### config.mk
export PLATFORM = sky130hd
export DESIGN_NAME = fault_irq_enable_bank
export DESIGN_NICKNAME = d
export VERILOG_FILES = /design/src/verilog/fault_irq_pkg.sv /design/src/verilog/field_wr_if.sv /design/src/verilog/enable_field_bank.sv /design/src/verilog/irq_status_unit.sv /design/src/verilog/fault_irq_enable_bank.sv
export VERILOG_INCLUDE_DIRS = /design/src /design/src/verilog
export SDC_FILE = /design/constraint.sdc
export NUM_CORES = 1
export LEC_CHECK = 0
export BUFFER_PORTS_ARGS = -buffer_cell sky130_fd_sc_hd__buf_2
export CAP_MARGIN = 10
export CORE_ASPECT_RATIO = 0.5
export CORE_MARGIN = 2
export CORE_UTILIZATION = 30
export CTS_CLUSTER_SIZE = 40
export DETAILED_ROUTE_END_ITERATION = 10
export GPL_TIMING_DRIVEN = 0
export HOLD_SLACK_MARGIN = 0.12
export PLACE_DENSITY = 0.5
export SLEW_MARGIN = 30
export SYNTH_ARGS = -nofsm -noshare
export SYNTH_HDL_FRONTEND = slang
export SYNTH_SLANG_ARGS = --single-unit
### constraint.sdc
create_clock -name aclk -period 2.25 [get_ports aclk]
set_input_delay 0.3375 -clock aclk [delete_from_list [all_inputs] [get_ports aclk]]
set_output_delay 0.3375 -clock aclk [all_outputs]
set_load 0.02 [all_outputs]
### src/verilog/fault_irq_params.svh
`ifndef FAULT_IRQ_PARAMS_SVH
`define FAULT_IRQ_PARAMS_SVH

// ----------------------------------------
// Register indices (byte address is four times the index)
// ----------------------------------------
`define SUPPLY_EN_IDX   8'h08
`define BOOST_EN_IDX    8'h0a
`define LED_EN_IDX      8'h0c
`define STATUS_IDX      8'h10
`define MASK_IDX        8'h11

// ----------------------------------------
// Reset values as read back
// ----------------------------------------
`define SUPPLY_EN_RST   16'h2aaa
`define BOOST_EN_RST    16'ha028
`define LED_EN_RST      16'h00aa
`define STATUS_RST      17'h00000
`define MASK_RST        17'h1ffff

// ----------------------------------------
// Field maps: one bit per two-bit field
// ----------------------------------------
`define SUPPLY_FIELDS   8'h7f
`define BOOST_FIELDS    8'hfe
`define LED_FIELDS      8'h0f
`define SUPPLY_EN_INIT  8'h7f
`define BOOST_EN_INIT   8'hc6
`define LED_EN_INIT     8'h0f
`define GLOBAL_FIELD    3

// ----------------------------------------
// Field codes and bus answers
// ----------------------------------------
`define CODE_DISABLE    2'h1
`define CODE_ENABLE     2'h3
`define READ_ON         2'h2
`define READ_OFF        2'h0
`define RESP_OKAY       2'h0
`define RESP_SLVERR     2'h2

`endif

### src/verilog/fault_irq_pkg.sv
package fault_irq_pkg;

	typedef logic [7:0]  field_bits_t;
	typedef logic [16:0] source_vec_t;

	typedef enum {SEL_SUPPLY, SEL_BOOST, SEL_LED, SEL_STATUS, SEL_MASK, SEL_NONE} reg_sel_e;
	typedef enum {PH_IDLE, PH_RESP} phase_e;

endpackage

### src/verilog/field_wr_if.sv
`timescale 1ns/100ps

interface field_wr_if;
	import fault_irq_pkg::*;

	logic                     wr;
	logic [15:0]              wdata;
	logic [1:0]               strb;
	field_bits_t              en;

	modport ctrl (output wr, output wdata, output strb, input en);
	modport bank (input wr, input wdata, input strb, output en);
endinterface

### src/verilog/enable_field_bank.sv
`timescale 1ns/100ps
`include "fault_irq_params.svh"

module enable_field_bank
	import fault_irq_pkg::*;
#(
	parameter field_bits_t FIELDS   = 8'hff,
	parameter field_bits_t RESET_EN = 8'h00
)
(
	input  wire logic         aclk,
	input  wire logic         aresetn,
	field_wr_if.bank          port
);

	field_bits_t en_ff;
	field_bits_t nxt_en;
	field_bits_t hit_on;
	field_bits_t hit_off;

	// Codes 0h and 2h leave a field alone, so a full write of read-back data is harmless
	always_comb begin
		hit_on  = '0;
		hit_off = '0;
		for (int i = 0; i < 8; i++) begin
			if (port.wr && port.strb[i/4] && FIELDS[i]) begin
				hit_on[i]  = (port.wdata[2*i+:2] == `CODE_ENABLE);
				hit_off[i] = (port.wdata[2*i+:2] == `CODE_DISABLE);
			end
		end
		nxt_en = (en_ff | hit_on) & ~hit_off;
	end

	always_ff @(posedge aclk) begin
		if (!aresetn) begin
			en_ff <= RESET_EN & FIELDS;
		end else begin
			en_ff <= nxt_en;
		end
	end

	assign port.en = en_ff;
endmodule

### src/verilog/irq_status_unit.sv
`timescale 1ns/100ps
`include "fault_irq_params.svh"

module irq_status_unit
	import fault_irq_pkg::*;
(
	input  wire logic         aclk,
	input  wire logic         aresetn,
	input  wire source_vec_t  events,
	input  wire source_vec_t  src_en,
	input  wire logic         global_en,
	input  wire logic         clr_wr,
	input  wire logic         mask_wr,
	input  wire source_vec_t  wr_bits,
	input  wire source_vec_t  wr_lanes,
	output source_vec_t       status,
	output source_vec_t       mask,
	output logic              irq
);

	source_vec_t status_ff;
	source_vec_t nxt_status;
	source_vec_t mask_ff;
	source_vec_t nxt_mask;
	logic        irq_ff;
	logic        nxt_irq;

	// A new event in the clearing cycle survives: set is ORed in after the clear
	always_comb begin
		nxt_status = status_ff;
		if (clr_wr) begin
			nxt_status = status_ff & ~(wr_bits & wr_lanes);
		end
		nxt_status = nxt_status | events;
		nxt_mask   = mask_ff;
		if (mask_wr) begin
			nxt_mask = (mask_ff & ~wr_lanes) | (wr_bits & wr_lanes);
		end
		nxt_irq = global_en && ((status_ff & mask_ff & src_en) != 0);
	end

	always_ff @(posedge aclk) begin
		if (!aresetn) begin
			status_ff <= `STATUS_RST;
			mask_ff   <= `MASK_RST;
			irq_ff    <= 1'b0;
		end else begin
			status_ff <= nxt_status;
			mask_ff   <= nxt_mask;
			irq_ff    <= nxt_irq;
		end
	end

	assign status = status_ff;
	assign mask   = mask_ff;
	assign irq    = irq_ff;
endmodule

### src/verilog/fault_irq_enable_bank.sv
`timescale 1ns/100ps
`include "fault_irq_params.svh"

// Operation
// - each enable field reads 0h when disabled and 2h when enabled.
// - writing 1h disables a source, writing 3h enables it.
// - supply register holds six supply fault enables in bits 11-0, reset enabled.
// - boost register sits at index 0Ah and resets to A028h.
// - thermal shutdown and current resistor short enables at 15-14, 13-12, reset enabled.
// - three missing-resistor enables at 11-10, 9-8, 7-6 reset disabled.
// - boost overcurrent and overvoltage enables at 5-4 and 3-2, reset enabled.
// - boost bits 1-0 and LED bits 15-8 reserved, zero, no function.
// - LED register sits at index 0Ch and resets to AAh.
// - global enable at LED bits 7-6 gates all interrupt reporting.
// - serial bus timeout enable at LED bits 5-4, reset enabled.
// - bad string config at 3-2 and string fault at 1-0, reset enabled.
// - supply register at index 08h, reset 2AAAh, boost sync enable at 13-12.

module fault_irq_enable_bank
	import fault_irq_pkg::*;
(
	input  wire logic         aclk,
	input  wire logic         aresetn,
	input  wire logic         awvalid,
	output logic              awready,
	input  wire logic [7:0]   awaddr,
	input  wire logic         wvalid,
	output logic              wready,
	input  wire logic [31:0]  wdata,
	input  wire logic [3:0]   wstrb,
	output logic              bvalid,
	input  wire logic         bready,
	output logic [1:0]        bresp,
	input  wire logic         arvalid,
	output logic              arready,
	input  wire logic [7:0]   araddr,
	output logic              rvalid,
	input  wire logic         rready,
	output logic [31:0]       rdata,
	output logic [1:0]        rresp,
	input  wire source_vec_t  fault_events,
	output logic              irq
);

	// ----------------------------------------
	// Helpers
	// ----------------------------------------
	function automatic reg_sel_e decode(input logic [7:0] addr);
		reg_sel_e sel;
		sel = SEL_NONE;
		if (addr[1:0] == 2'h0) begin
			if ({2'h0, addr[7:2]} == `SUPPLY_EN_IDX) sel = SEL_SUPPLY;
			if ({2'h0, addr[7:2]} == `BOOST_EN_IDX)  sel = SEL_BOOST;
			if ({2'h0, addr[7:2]} == `LED_EN_IDX)    sel = SEL_LED;
			if ({2'h0, addr[7:2]} == `STATUS_IDX)    sel = SEL_STATUS;
			if ({2'h0, addr[7:2]} == `MASK_IDX)      sel = SEL_MASK;
		end
		return sel;
	endfunction

	// Reserved positions are masked by the field map, so they always read zero
	function automatic logic [15:0] expand(input field_bits_t en, input field_bits_t fields);
		logic [15:0] v;
		v = 16'h0000;
		for (int i = 0; i < 8; i++) begin
			v[2*i+:2] = (fields[i] && en[i]) ? `READ_ON : `READ_OFF;
		end
		return v;
	endfunction

	function automatic logic [31:0] lanes(input logic [3:0] strb);
		logic [31:0] m;
		m = 32'h0000_0000;
		for (int b = 0; b < 4; b++) begin
			m[8*b+:8] = {8{strb[b]}};
		end
		return m;
	endfunction

	// ----------------------------------------
	// State
	// ----------------------------------------
	phase_e      wr_phase_ff;
	phase_e      nxt_wr_phase;
	phase_e      rd_phase_ff;
	phase_e      nxt_rd_phase;
	logic        aw_held_ff;
	logic        nxt_aw_held;
	logic        w_held_ff;
	logic        nxt_w_held;
	logic [7:0]  awaddr_ff;
	logic [7:0]  nxt_awaddr;
	logic [31:0] wdata_ff;
	logic [31:0] nxt_wdata;
	logic [3:0]  wstrb_ff;
	logic [3:0]  nxt_wstrb;
	logic        awready_ff;
	logic        wready_ff;
	logic        bvalid_ff;
	logic [1:0]  bresp_ff;
	logic [1:0]  nxt_bresp;
	logic        arready_ff;
	logic        rvalid_ff;
	logic [31:0] rdata_ff;
	logic [31:0] nxt_rdata;
	logic [1:0]  rresp_ff;
	logic [1:0]  nxt_rresp;
	logic        rd_enreg_ff;
	logic        nxt_rd_enreg;
	logic        commit;
	reg_sel_e    wsel;
	reg_sel_e    rsel;
	logic [31:0] wlanes;

	logic [15:0] supply_rd;
	logic [15:0] boost_rd;
	logic [15:0] led_rd;
	source_vec_t src_en;
	source_vec_t status;
	source_vec_t mask;
	logic        irq_q;

	field_wr_if sup_if ();
	field_wr_if bst_if ();
	field_wr_if led_if ();

	// ----------------------------------------
	// Write channel
	// ----------------------------------------
	// Address and data are caught in either order; the write lands when both are held
	always_comb begin
		nxt_aw_held  = aw_held_ff;
		nxt_w_held   = w_held_ff;
		nxt_awaddr   = awaddr_ff;
		nxt_wdata    = wdata_ff;
		nxt_wstrb    = wstrb_ff;
		nxt_wr_phase = wr_phase_ff;
		nxt_bresp    = bresp_ff;
		commit       = 1'b0;
		wsel         = decode(awaddr_ff);
		if (awvalid && awready_ff) begin
			nxt_aw_held = 1'b1;
			nxt_awaddr  = awaddr;
		end
		if (wvalid && wready_ff) begin
			nxt_w_held = 1'b1;
			nxt_wdata  = wdata;
			nxt_wstrb  = wstrb;
		end
		case (wr_phase_ff)
			PH_IDLE: begin
				if (aw_held_ff && w_held_ff) begin
					commit       = 1'b1;
					nxt_aw_held  = 1'b0;
					nxt_w_held   = 1'b0;
					nxt_bresp    = (wsel == SEL_NONE) ? `RESP_SLVERR : `RESP_OKAY;
					nxt_wr_phase = PH_RESP;
				end
			end
			PH_RESP: begin
				if (bready) begin
					nxt_wr_phase = PH_IDLE;
				end
			end
			default: begin
				nxt_wr_phase = PH_IDLE;
			end
		endcase
	end

	always_ff @(posedge aclk) begin
		if (!aresetn) begin
			wr_phase_ff <= PH_IDLE;
			aw_held_ff  <= 1'b0;
			w_held_ff   <= 1'b0;
			awaddr_ff   <= 8'h00;
			wdata_ff    <= 32'h0000_0000;
			wstrb_ff    <= 4'h0;
			awready_ff  <= 1'b0;
			wready_ff   <= 1'b0;
			bvalid_ff   <= 1'b0;
			bresp_ff    <= `RESP_OKAY;
		end else begin
			wr_phase_ff <= nxt_wr_phase;
			aw_held_ff  <= nxt_aw_held;
			w_held_ff   <= nxt_w_held;
			awaddr_ff   <= nxt_awaddr;
			wdata_ff    <= nxt_wdata;
			wstrb_ff    <= nxt_wstrb;
			awready_ff  <= !nxt_aw_held;
			wready_ff   <= !nxt_w_held;
			bvalid_ff   <= (nxt_wr_phase == PH_RESP);
			bresp_ff    <= nxt_bresp;
		end
	end

	assign wlanes = lanes(wstrb_ff);

	assign sup_if.wr    = commit && (wsel == SEL_SUPPLY);
	assign sup_if.wdata = wdata_ff[15:0];
	assign sup_if.strb  = wstrb_ff[1:0];
	assign bst_if.wr    = commit && (wsel == SEL_BOOST);
	assign bst_if.wdata = wdata_ff[15:0];
	assign bst_if.strb  = wstrb_ff[1:0];
	assign led_if.wr    = commit && (wsel == SEL_LED);
	assign led_if.wdata = wdata_ff[15:0];
	assign led_if.strb  = wstrb_ff[1:0];

	// ----------------------------------------
	// Enable banks
	// ----------------------------------------
	enable_field_bank #(.FIELDS(`SUPPLY_FIELDS), .RESET_EN(`SUPPLY_EN_INIT)) u_supply (
		.aclk    (aclk),
		.aresetn (aresetn),
		.port    (sup_if.bank)
	);

	enable_field_bank #(.FIELDS(`BOOST_FIELDS), .RESET_EN(`BOOST_EN_INIT)) u_boost (
		.aclk    (aclk),
		.aresetn (aresetn),
		.port    (bst_if.bank)
	);

	enable_field_bank #(.FIELDS(`LED_FIELDS), .RESET_EN(`LED_EN_INIT)) u_led (
		.aclk    (aclk),
		.aresetn (aresetn),
		.port    (led_if.bank)
	);

	assign supply_rd = expand(sup_if.en, `SUPPLY_FIELDS);
	assign boost_rd  = expand(bst_if.en, `BOOST_FIELDS);
	assign led_rd    = expand(led_if.en, `LED_FIELDS);

	// Status order: supply fields 0-6, boost fields 1-7, LED fields 0-2
	assign src_en = {led_if.en[2:0], bst_if.en[7:1], sup_if.en[6:0]};

	// ----------------------------------------
	// Pending faults and interrupt
	// ----------------------------------------
	irq_status_unit u_irq (
		.aclk      (aclk),
		.aresetn   (aresetn),
		.events    (fault_events),
		.src_en    (src_en),
		.global_en (led_if.en[`GLOBAL_FIELD]),
		.clr_wr    (commit && (wsel == SEL_STATUS)),
		.mask_wr   (commit && (wsel == SEL_MASK)),
		.wr_bits   (wdata_ff[16:0]),
		.wr_lanes  (wlanes[16:0]),
		.status    (status),
		.mask      (mask),
		.irq       (irq_q)
	);

	// ----------------------------------------
	// Read channel
	// ----------------------------------------
	always_comb begin
		nxt_rd_phase = rd_phase_ff;
		nxt_rdata    = rdata_ff;
		nxt_rresp    = rresp_ff;
		nxt_rd_enreg = rd_enreg_ff;
		rsel         = decode(araddr);
		case (rd_phase_ff)
			PH_IDLE: begin
				if (arvalid && arready_ff) begin
					nxt_rd_phase = PH_RESP;
					nxt_rresp    = `RESP_OKAY;
					nxt_rd_enreg = (rsel == SEL_SUPPLY) || (rsel == SEL_BOOST) || (rsel == SEL_LED);
					case (rsel)
						SEL_SUPPLY: nxt_rdata = {16'h0000, supply_rd};
						SEL_BOOST:  nxt_rdata = {16'h0000, boost_rd};
						SEL_LED:    nxt_rdata = {16'h0000, led_rd};
						SEL_STATUS: nxt_rdata = {15'h0000, status};
						SEL_MASK:   nxt_rdata = {15'h0000, mask};
						default: begin
							nxt_rdata = 32'h0000_0000;
							nxt_rresp = `RESP_SLVERR;
						end
					endcase
				end
			end
			PH_RESP: begin
				if (rready) begin
					nxt_rd_phase = PH_IDLE;
				end
			end
			default: begin
				nxt_rd_phase = PH_IDLE;
			end
		endcase
	end

	always_ff @(posedge aclk) begin
		if (!aresetn) begin
			rd_phase_ff <= PH_IDLE;
			arready_ff  <= 1'b0;
			rvalid_ff   <= 1'b0;
			rdata_ff    <= 32'h0000_0000;
			rresp_ff    <= `RESP_OKAY;
			rd_enreg_ff <= 1'b0;
		end else begin
			rd_phase_ff <= nxt_rd_phase;
			arready_ff  <= (nxt_rd_phase == PH_IDLE);
			rvalid_ff   <= (nxt_rd_phase == PH_RESP);
			rdata_ff    <= nxt_rdata;
			rresp_ff    <= nxt_rresp;
			rd_enreg_ff <= nxt_rd_enreg;
		end
	end

	assign awready = awready_ff;
	assign wready  = wready_ff;
	assign bvalid  = bvalid_ff;
	assign bresp   = bresp_ff;
	assign arready = arready_ff;
	assign rvalid  = rvalid_ff;
	assign rdata   = rdata_ff;
	assign rresp   = rresp_ff;
	assign irq     = irq_q;
endmodule

Word-level counts from Yosys, hierarchy flattened
Index checks and enable logic that the tools add are counted.

cells by class
  equal/unequal tests = 39
  mux-type cells = 84
  bitwise operators = 18
  reduce and logical (&&, ||, !) cells = 28

operator list
  cell                   count
  $mux W32               10
  $eq A32 B2 Y1 const B  5
  $logic_not A32 Y1      5
  $pmux W32 S2           2
  $eq A32 B1 Y1 const B  3
  $eq A32 B3 Y1 const B  3
  $pmux W17 S5           1
  $and A17 B17 Y17       4
  $eq A32 B4 Y1 const B  2
  $mux W1                44
  $mux W2                20
  $eq A6 B4 Y1 const B   6
  $not A17 Y17           2
  $or A17 B17 Y17        2
  $and A32 B17 Y32       1
  $reduce_bool A32 Y1    1
  $and A8 B8 Y8          3
  $eq A6 B5 Y1 const B   4
  $mux W3                6
  $mux W17               1
  $eq A2 B1 Y1 const B   8
  $eq A2 B2 Y1 const B   8
  $logic_and A1 B1 Y1    15
  $not A4 Y8             1
  9 further kinds        12

storage, ports and cells
  register bits = 194
  output and inout bits = 42
  word-level logic and storage cells = 190

Depth between registers and ports, before layout
Gate-level depths: netlist of run 1.

  word-level depth = 13
  gate-level depth with buffers = 7
  mapped depth without buffers = 5

By module
From an unflattened synthesis of run 1, not the netlist that was laid out.

unflattened totals
  cell total of the unflattened synthesis = 675
  area total of the unflattened synthesis = 6324.8 µm²

modules (own cells, without submodules)
  module                        instances  cells each  area each (µm²)
  fault_irq_enable_bank         1          389         3967.6
  irq_status_unit               1          188         1488.9
  enable_field_bank (u_supply)  1          38          334.1
  enable_field_bank (u_boost)   1          35          325.3
  enable_field_bank (u_led)     1          25          209.0

Worst setup path after synthesis of run 1
No wires, ideal clock.

  kind = input to register
  start point = in araddr[1]
  end point = reg rdata_ff[10] (netlist: rdata[10])
  setup time = 0.059 ns
  arrival = 1.836 ns
  data required time = 2.191 ns
  setup slack = 0.355 ns
  stages = 7
  path buffers = 2
  cells stage by stage = or4_4 -> or3_1 -> o21ai_2 -> and3_1 -> buf_6 -> buf_8 -> a22o_1

between the ends
  longest elaborated chain between the ends = 4
  elaborated cells between the ends (all ways) = 8
  classes of those cells = eq/ne: 4; mux: 2; reduce/logical: 2

ends and longest elaborated chain
  item                                   RTL line                      text
  start: declaration                     fault_irq_enable_bank.sv:36   input wire logic [7:0] araddr,
  $logic_not A2 Y1 *                     fault_irq_enable_bank.sv:51   if (addr[1:0] == 2'h0) begin
  $mux W32 *                             fault_irq_enable_bank.sv:51
  $eq A32 B3 Y1 (tied with other cells)  fault_irq_enable_bank.sv:270  case (rsel)
  $pmux W17 S5 *                         fault_irq_enable_bank.sv:270
  end signal: assignment                 fault_irq_enable_bank.sv:306  rdata_ff <= nxt_rdata;
  end: declaration                       fault_irq_enable_bank.sv:104  logic [31:0] rdata_ff;

Every way passes the cells marked *; elsewhere a longest branch is shown, timed or not.
A chain may end at the register's enable or synchronous reset.

Final worst setup path of run 1
  start point = reg wr_phase_ff[23]
  end point = reg u_irq.status_ff[16] (netlist: u_irq.status[16])

between the ends
  longest elaborated chain between the ends = 5

ends and longest elaborated chain
  item                      RTL line                      text
  start: declaration        fault_irq_enable_bank.sv:83   phase_e wr_phase_ff;
  start signal: assignment  fault_irq_enable_bank.sv:184  wr_phase_ff <= nxt_wr_phase;
  $logic_not A32 Y1         fault_irq_enable_bank.sv:150  case (wr_phase_ff)
  $mux W1                   fault_irq_enable_bank.sv:150
  $logic_and A1 B1 Y1       fault_irq_enable_bank.sv:246  .clr_wr (commit && (wsel == SEL_STATUS)),
  $mux W17                  irq_status_unit.sv:31         if (clr_wr) begin
  $or A17 B17 Y17           irq_status_unit.sv:34         nxt_status = nxt_status | events;
  end signal: assignment    irq_status_unit.sv:44         status_ff <= `STATUS_RST;
  end signal: assignment    irq_status_unit.sv:48         status_ff <= nxt_status;
  end: declaration          irq_status_unit.sv:21         source_vec_t status_ff;

No other way between the ends.

==> metrics.yaml, run 1 <==
status: "finished, final reports clean"
leakagePower_nw: 3.384
ys_warn_count: 0
synth-xor-area-share_pct: 0
synth.most_common_cell: "dfxtp_1"
top_layer: "met4"
synth_mux_area_share_pct: 1.437
cp-startpoint: "wr_phase_ff[23]"
drc_errors: 0
dieHeight_um: 106.2
async_flop_share_pct: 0
clock_sinks: 171
clkLatencyLatePin_ns: 0.43
port_buffers: 81
p_int_w: 0.004806
yosysTopAreaCellShare_pct: 54.59
fillers: 2101
comb_power_share_pct: 5.7
setup_viol: 0
timing.hold.ws_ns: 0.1447
drtAntennaViolNets: 0
synth_edf_count: 0
ys_types: 55
first_pass_iters: 5
cp.arrival_ns: 2.47
switchingPower_w: 0.001763
grt_pass1_wl_mm: 27.14
criticalPathCategory: "flop to flop"
rsz0062_at_grt: "true"
synth_top_family_by_area: "simple AND/OR/NAND/NOR gates"
gp_congestion: 0.8303
antennaDiodeCount: 0
synth_compound_area_share_pct: 18.12
htreeDepth: 4
clkPwrFrac_pct: 45.3
end_kind: "flop"
initial_utilization_pct: 30.58
path_max_fanout: 8
cp-endpoint: "u_irq.status[16]"
clkTransAtPathRegs_ns: 0.08
ys_seq_area_share_pct: 54.59
slowest_delay_ns: 0.46
cp.required_ns: 2.57
dr_wl_met2_mm: 7.719
relSlewSlack_pct: 51.41
critPathLaunchType: "flop"
die_area_um2: 22150
tritoncts: "done"
max_cap_viol_count: 0
nets: 915
crit_cells: 5
syn_area_per_cell_um2: 9.516
wl_met3_um: 801
rows: 37
clk_path_buf_depth: 2
grt_pass1_vias: 4965
place_hpwl_mm: 12.98
cpLargestDelayFamily: "simple AND/OR/NAND/NOR gates"
gr-usage-all-layers_pct: 15.90
timing.fmax_mhz: 464.4
synth_flop_cell: "dfxtp_1"
hold_viol: 0
coreArea_um2: 20510
power_density_nw_per_um2: 818.7
synthAdderAreaFrac_pct: 0
r2r-end: "u_irq.status[16]"
dpl.cell_count: 1091
wire_per_inst_um: 15.32
r2r_setup_slack_ns: 0.1
netlist_instances: 659
die_w_um: 208.5
layout.cells.non_filler: 1125
routed_wl_mm: 17.23
synthesis.area_um2: 6271
finalClockSkew_ns: 0.01365
drv_slew: 0
finalCritPeriodShare_pct: 95.70
reg2reg_from: "wr_phase_ff[23]"
vias: 5307
viasPerCell: 4.717
ys_seq_elements: 171
cts_root_buffer: "clkbuf_16"
seq_power_share_pct: 49.0
syn_to_final_growth_pct: 27.97
netlist_top_cells_count: "171 x dfxtp_1, 70 x nand2_1, 53 x a21oi_1"
antenna_found_initial: 0
switching_share_pct: 26.84
hp-class: "input pin to flop"
period_minus_slack_ns: 2.153
globalRouteOverflowTotal: 0
yosysTopAreaCell: "dfxtp_1"
path_cells: "nor4_2 -> nand4_2 -> or3_1 -> o41a_1 -> o21a_1"
tightest_slew_ns: 0.7273
first_iter_violations: 397
cts-buffers-inserted: 17
grt_max_degree: 21
io_pins: 118
synth.area.top_cells: "dfxtp_1 55%, a21oi_1 4.2%, nand2_1 4.2%, a22o_1 3.5%, o21ai_0 3.2%"
peakVddDrop_mv: 0.4776
synth-simple-area-share_pct: 19.77
drive_gt1_share_pct: 19.48
worst-path-buf-inv: 0
drt-met1-wl_mm: 8.494
r2r_cells: 5
slowest_stage: "or3_1"
## worst reg2reg max path, cell delays in order (launching register included)
cell and delay [ns]:
dfxtp_1 0.31, nor4_2 0.37, nand4_2 0.35, or3_1 0.46, o41a_1 0.39, o21a_1 0.17
## layer usage
metal / vias to the layer above / GRT usage [%]
met5: - / 0
met4: 0 / 5.396
met3: 17 / 3.220
met2: 132 / 24.80
met1: 2493 / 21.96
li1: 2665 / -
## layout make-up
class                           instances  area, um2  area share [%]
Multi-Input combinational cell        491       2840           35.39
Timing Repair Buffer                   83      420.4           5.239
Tap cell                              273      341.6           4.256
Inverter                               22      82.58           1.029
Sequential cell                       171       3423           42.66
Clock inverter                         15      192.7           2.401
Clock buffer                           17      425.4           5.301
Buffer                                 53      299.0           3.726
## repair_timing
| item | CTS | global route |
|---|---|---|
| resized for setup | 6 | 9 |
| endpoints found under the hold margin | 0 | 0 |
| setup endpoints to repair | 33 | 30 |
| buffers inserted | 0 | 2 |
| pin swaps | 0 | 2 |
| hold buffers | 0 | 0 |
## layout by cell type (no fill, tap or decap), types with 6 or more instances in the layout
cell type and n:
dfxtp_1 171, o211ai_1 7, and4b_1 7, nor3_1 23, buf_2 89, o21ai_0 40
nor2_1 25, clkbuf_1 23, conb_1 79, nor4_2 8, a22o_1 25, mux2i_1 9
nand4_1 8, nand3_1 26, a31oi_1 27, inv_1 21, clkinv_8 6, a21oi_1 53
nor4_1 12, clkbuf_16 17, nand2_1 70, buf_4 20, a22oi_1 6
## logic make-up (layout without fill, tap and decap cells)
| logic type | after synthesis | after routing |
|---|---|---|
| buffers and inverters | 75 | 190 |
| AND/OR/NAND/NOR | 223 | 223 |
| AO/OA/AOI/OAI | 180 | 180 |
| multiplexers | 9 | 9 |
| flip-flops | 171 | 171 |
| other | 1 | 79 |
## power groups by stage
stage / sequential (W) / clock [W] / combinational, W
CTS: 0.00322 / 0.00305 / 0.000371
global route: 0.00323 / 0.00318 / 0.000420
floorplan: 0.00326 / 0 / 0.000235
global placement: 0.00328 / 0 / 0.000362
detailed placement: 0.00329 / 0 / 0.000367
finish: 0.00322 / 0.00298 / 0.000375
## how the worst min path moves through the flow
stage	startpoint	to	slack (ns)	cells after the start
finish	wdata[12]	wdata_ff[12]	0.14	3
global route	wdata[1]	wdata_ff[1]	0.14	3
global placement	wstrb_ff[2]	wstrb_ff[2]	0.45	2
detailed placement	wstrb_ff[2]	wstrb_ff[2]	0.45	2
floorplan	u_led.port.en[3]	u_irq.irq	0.43	2
CTS	wdata[7]	wdata_ff[7]	0.13	3
## stage by stage
step	instance area (um2)	total power [W]	util, %	TNS (ns)	setup slack [ns]
after global routing	8025	0.006836	39.13	-0.05176	-0.04930
after floorplan	6564	0.003497	-	0	0.3552
after global placement	7311	0.003646	35.65	-3.173	-0.2356
after CTS	7970	0.006634	38.86	0	0.006601
final	8025	0.006570	39.13	0	0.09681
after detailed placement	7317	0.003654	35.68	-4.012	-0.2927
## flip-flops by register name (all words and copies together) (netlist names), 3 cells and up, named ones only
signal and cells:
wr_phase_ff 32, wdata_ff 17, u_irq.status 17, awaddr_ff 8, u_supply.port.en 7, u_boost.port.en 7
wstrb_ff 3, rd_phase_ff 32, rdata 17, u_led.port.en 4
Note: power is estimated with default switching activity, not from simulation.
==> run 2: changes to the inputs <==
--- a/config.mk
+++ b/config.mk
@@ -10,12 +10,13 @@
 export CAP_MARGIN = 10
 export CORE_ASPECT_RATIO = 0.5
 export CORE_MARGIN = 2
-export CORE_UTILIZATION = 30
+export CORE_UTILIZATION = 55
+export CTS_CLUSTER_DIAMETER = 30
 export CTS_CLUSTER_SIZE = 40
 export DETAILED_ROUTE_END_ITERATION = 10
 export GPL_TIMING_DRIVEN = 0
 export HOLD_SLACK_MARGIN = 0.12
-export PLACE_DENSITY = 0.5
+export PLACE_DENSITY = 0.81
 export SLEW_MARGIN = 30
 export SYNTH_ARGS = -nofsm -noshare
 export SYNTH_HDL_FRONTEND = slang
==> run 2 against run 1 <==
  * Global-route usage is 11 points higher
  * Worst setup slack better by 0.043 ns
  * Critical path depth is 1 higher
  * Sequential share of layout area is 0.93 points higher
  * Routed wire length is 6.2% lower
  * Clock power is 2% higher
  * Cell area is 2.1% lower
  * Critical path type unchanged
  * Critical endpoint is now u_boost.port.en[3]
  * Largest cell class unchanged
  * Largest power group unchanged
==> metrics.yaml, run 2 (same netlist as run 1, synthesis figures left out) <==
status: "finished, final reports clean"  # unchanged
top_regs: "rd_phase_ff x32, wr_phase_ff x32"  # unchanged
final_cell_mix: "170 x dfxtp_1, 90 x buf_2, 79 x conb_1"  # was 171 x dfxtp_1, 89 x buf_2, 79 x conb_1
end_kind: "flop"  # unchanged
hold_viol: 0  # unchanged
grt_pass1_wl_mm: 25.33  # was 27.14 mm
tightest_slew_ns: 0.9611  # was 0.7273 ns
viasPerCell: 5.540  # was 4.717
place_hpwl_mm: 11.44  # was 12.98 mm
antennaDiodeCount: 0  # unchanged
drive_gt1_share_pct: 19.48  # unchanged
drc_errors: 0  # unchanged
cpLargestDelayFamily: "simple AND/OR/NAND/NOR gates"  # unchanged
grt_max_degree: 20  # was 21
hp-class: "input pin to flop"  # unchanged
cp.arrival_ns: 2.43  # was 2.47 ns
globalRouteOverflowTotal: 0  # unchanged
path_cells: "nor4_1 -> nand4_1 -> buf_2 -> nor4_2 -> a21oi_1 -> a41o_1"  # was nor4_2 -> nand4_2 -> or3_1 -> o41a_1 -> o21a_1
relSlewSlack_pct: 35.34  # was 51.41%
criticalPathCategory: "flop to flop"  # unchanged
peakVddDrop_mv: 0.5487  # was 0.4776 mV
r2r_cells: 6  # was 5
slowest_delay_ns: 0.57  # was 0.46 ns
coreArea_um2: 11050  # was 20510 um2
clkTransAtPathRegs_ns: 0.07  # was 0.08 ns
slowest_stage: "nor4_2"  # was or3_1
clock_sinks: 171  # unchanged
tritoncts: "done"  # unchanged
io_pins: 118  # unchanged
period_minus_slack_ns: 2.110  # was 2.153 ns
clk_path_buf_depth: 2  # unchanged
gp_congestion: 0.9294  # was 0.8303
grt_pass1_vias: 5110  # was 4965
drtAntennaViolNets: 0  # unchanged
layout.cells.most_common: "dfxtp_1"  # unchanged
wire_per_inst_um: 16.21  # was 15.32 um
die_w_um: 155.0  # was 208.5 um
max_cap_viol_count: 0  # unchanged
holdPathStages: 2  # was 3
dieHeight_um: 79.51  # was 106.2 um
finalClockSkew_ns: 0.01027  # was 0.01365 ns
nets: 915  # unchanged
cts-buffers-inserted: 17  # unchanged
first_iter_violations: 515  # was 397
cts_root_buffer: "clkbuf_16"  # unchanged
finalCritPeriodShare_pct: 93.77  # was 95.70%
drv_slew: 0  # unchanged
port_buffers: 81  # unchanged
die_area_um2: 12320  # was 22150 um2
wl_met3_mm: 1.435  # was 801 um
routed_wl_mm: 16.16  # was 17.23 mm
timing.fmax_mhz: 474.0  # was 464.4 MHz
setup_tns_ns: 0  # unchanged
dr_wl_met2_mm: 7.136  # was 7.719 mm
antenna_found_initial: 0  # unchanged
first_pass_iters: 8  # was 5
rsz0062_at_grt: "true"  # unchanged
vias: 5523  # was 5307
initial_utilization_pct: 56.77  # was 30.58%
leakagePower_nw: 3.379  # was 3.384 nW
worst-path-buf-inv: 1  # was 0
drt-met1-wl_mm: 7.243  # was 8.494 mm
cp.required_ns: 2.57  # about the same
crit_cells: 6  # was 5
rows: 27  # was 37
critPathLaunchType: "flop"  # unchanged
power_density_nw_per_um2: 844.9  # was 818.7 nW/um2
clkLatencyLatePin_ns: 0.43  # about the same
cts_hold_buf: 0  # unchanged
syn_to_final_growth_pct: 25.30  # was 27.97%
top_layer: "met4"  # unchanged
utilization_pct: 71.13  # was 39.13%
path_max_fanout: 10  # was 8
setup_viol: 0  # unchanged
htreeDepth: 4  # unchanged
gr-usage-all-layers_pct: 26.53  # was 15.90%
[run 2: cell count changes in the layout (fill, tap and decap cells not counted), sizes merged]
cell,before,now
clkinv,8,6
buf,112,113
bufinv,0,1
[run 2: metrics by stage]
step	cell area, um2	setup WS (ns)	hold WS [ns]	std cells	power [W]
floorplan	6564	0.3552	0.4250	737	0.003497
global placement	7151	-0.1889	0.4447	963	0.003628
detailed placement	7151	-0.2116	0.4467	963	0.003642
CTS	7801	0.04481	0.1299	995	0.006647
global route	7858	-0.05482	0.1403	997	0.006826
finish	7858	0.1402	0.1311	997	0.006639
[run 2: repair_timing]
action / CTS / global route
setup endpoints to repair: 26 / 54
resized for setup: 3 / 10
buffers inserted: 0 / 2
pin swaps: 0 / 1
[run 2: where the power goes]
| group | total (W) | switching, W | internal, W |
|---|---|---|---|
| Sequential | 0.00322 | 0.0000820 | 0.00314 |
| Clock | 0.00304 | 0.00140 | 0.00165 |
| Combinational | 0.000374 | 0.000228 | 0.000146 |
[run 2: layout make-up]
| type | instances | area (um2) |
|---|---|---|
| sequential | 171 | 3425 |
| fill | 852 | 3189 |
| multi-input combinational | 491 | 2818 |
| clock buffer | 18 | 439.2 |
| timing repair buffer | 83 | 420.4 |
| buffer | 53 | 296.5 |
| clock inverter | 14 | 195.2 |
| tap | 145 | 181.4 |
| inverter | 22 | 82.58 |
[run 2: worst paths after layout]
check	start	end	slack, ns
worst max-delay path	wr_phase_ff[31]	u_boost.port.en[3]	0.14
worst min-delay path	fault_events[16]	u_irq.status[16]	0.13
worst max register to register	wr_phase_ff[31]	u_boost.port.en[3]	0.14
worst min register to register	wdata_ff[16]	wdata_ff[16]	0.46
[run 2: worst reg2reg max path: cells and delay by family, from the launching register on]
kind            cells  cell delay (ns)
flops               1             0.30
simple gates        3             1.06
buf+inv             1             0.26
compound gates      2             0.39
[run 2: routing by layer]
metal  vias up  global-route usage [%]
met5         -                       0
met4         0                   9.074
met3        30                   7.275
met2       256                   41.42
met1      2579                   35.80
li1       2658                       -
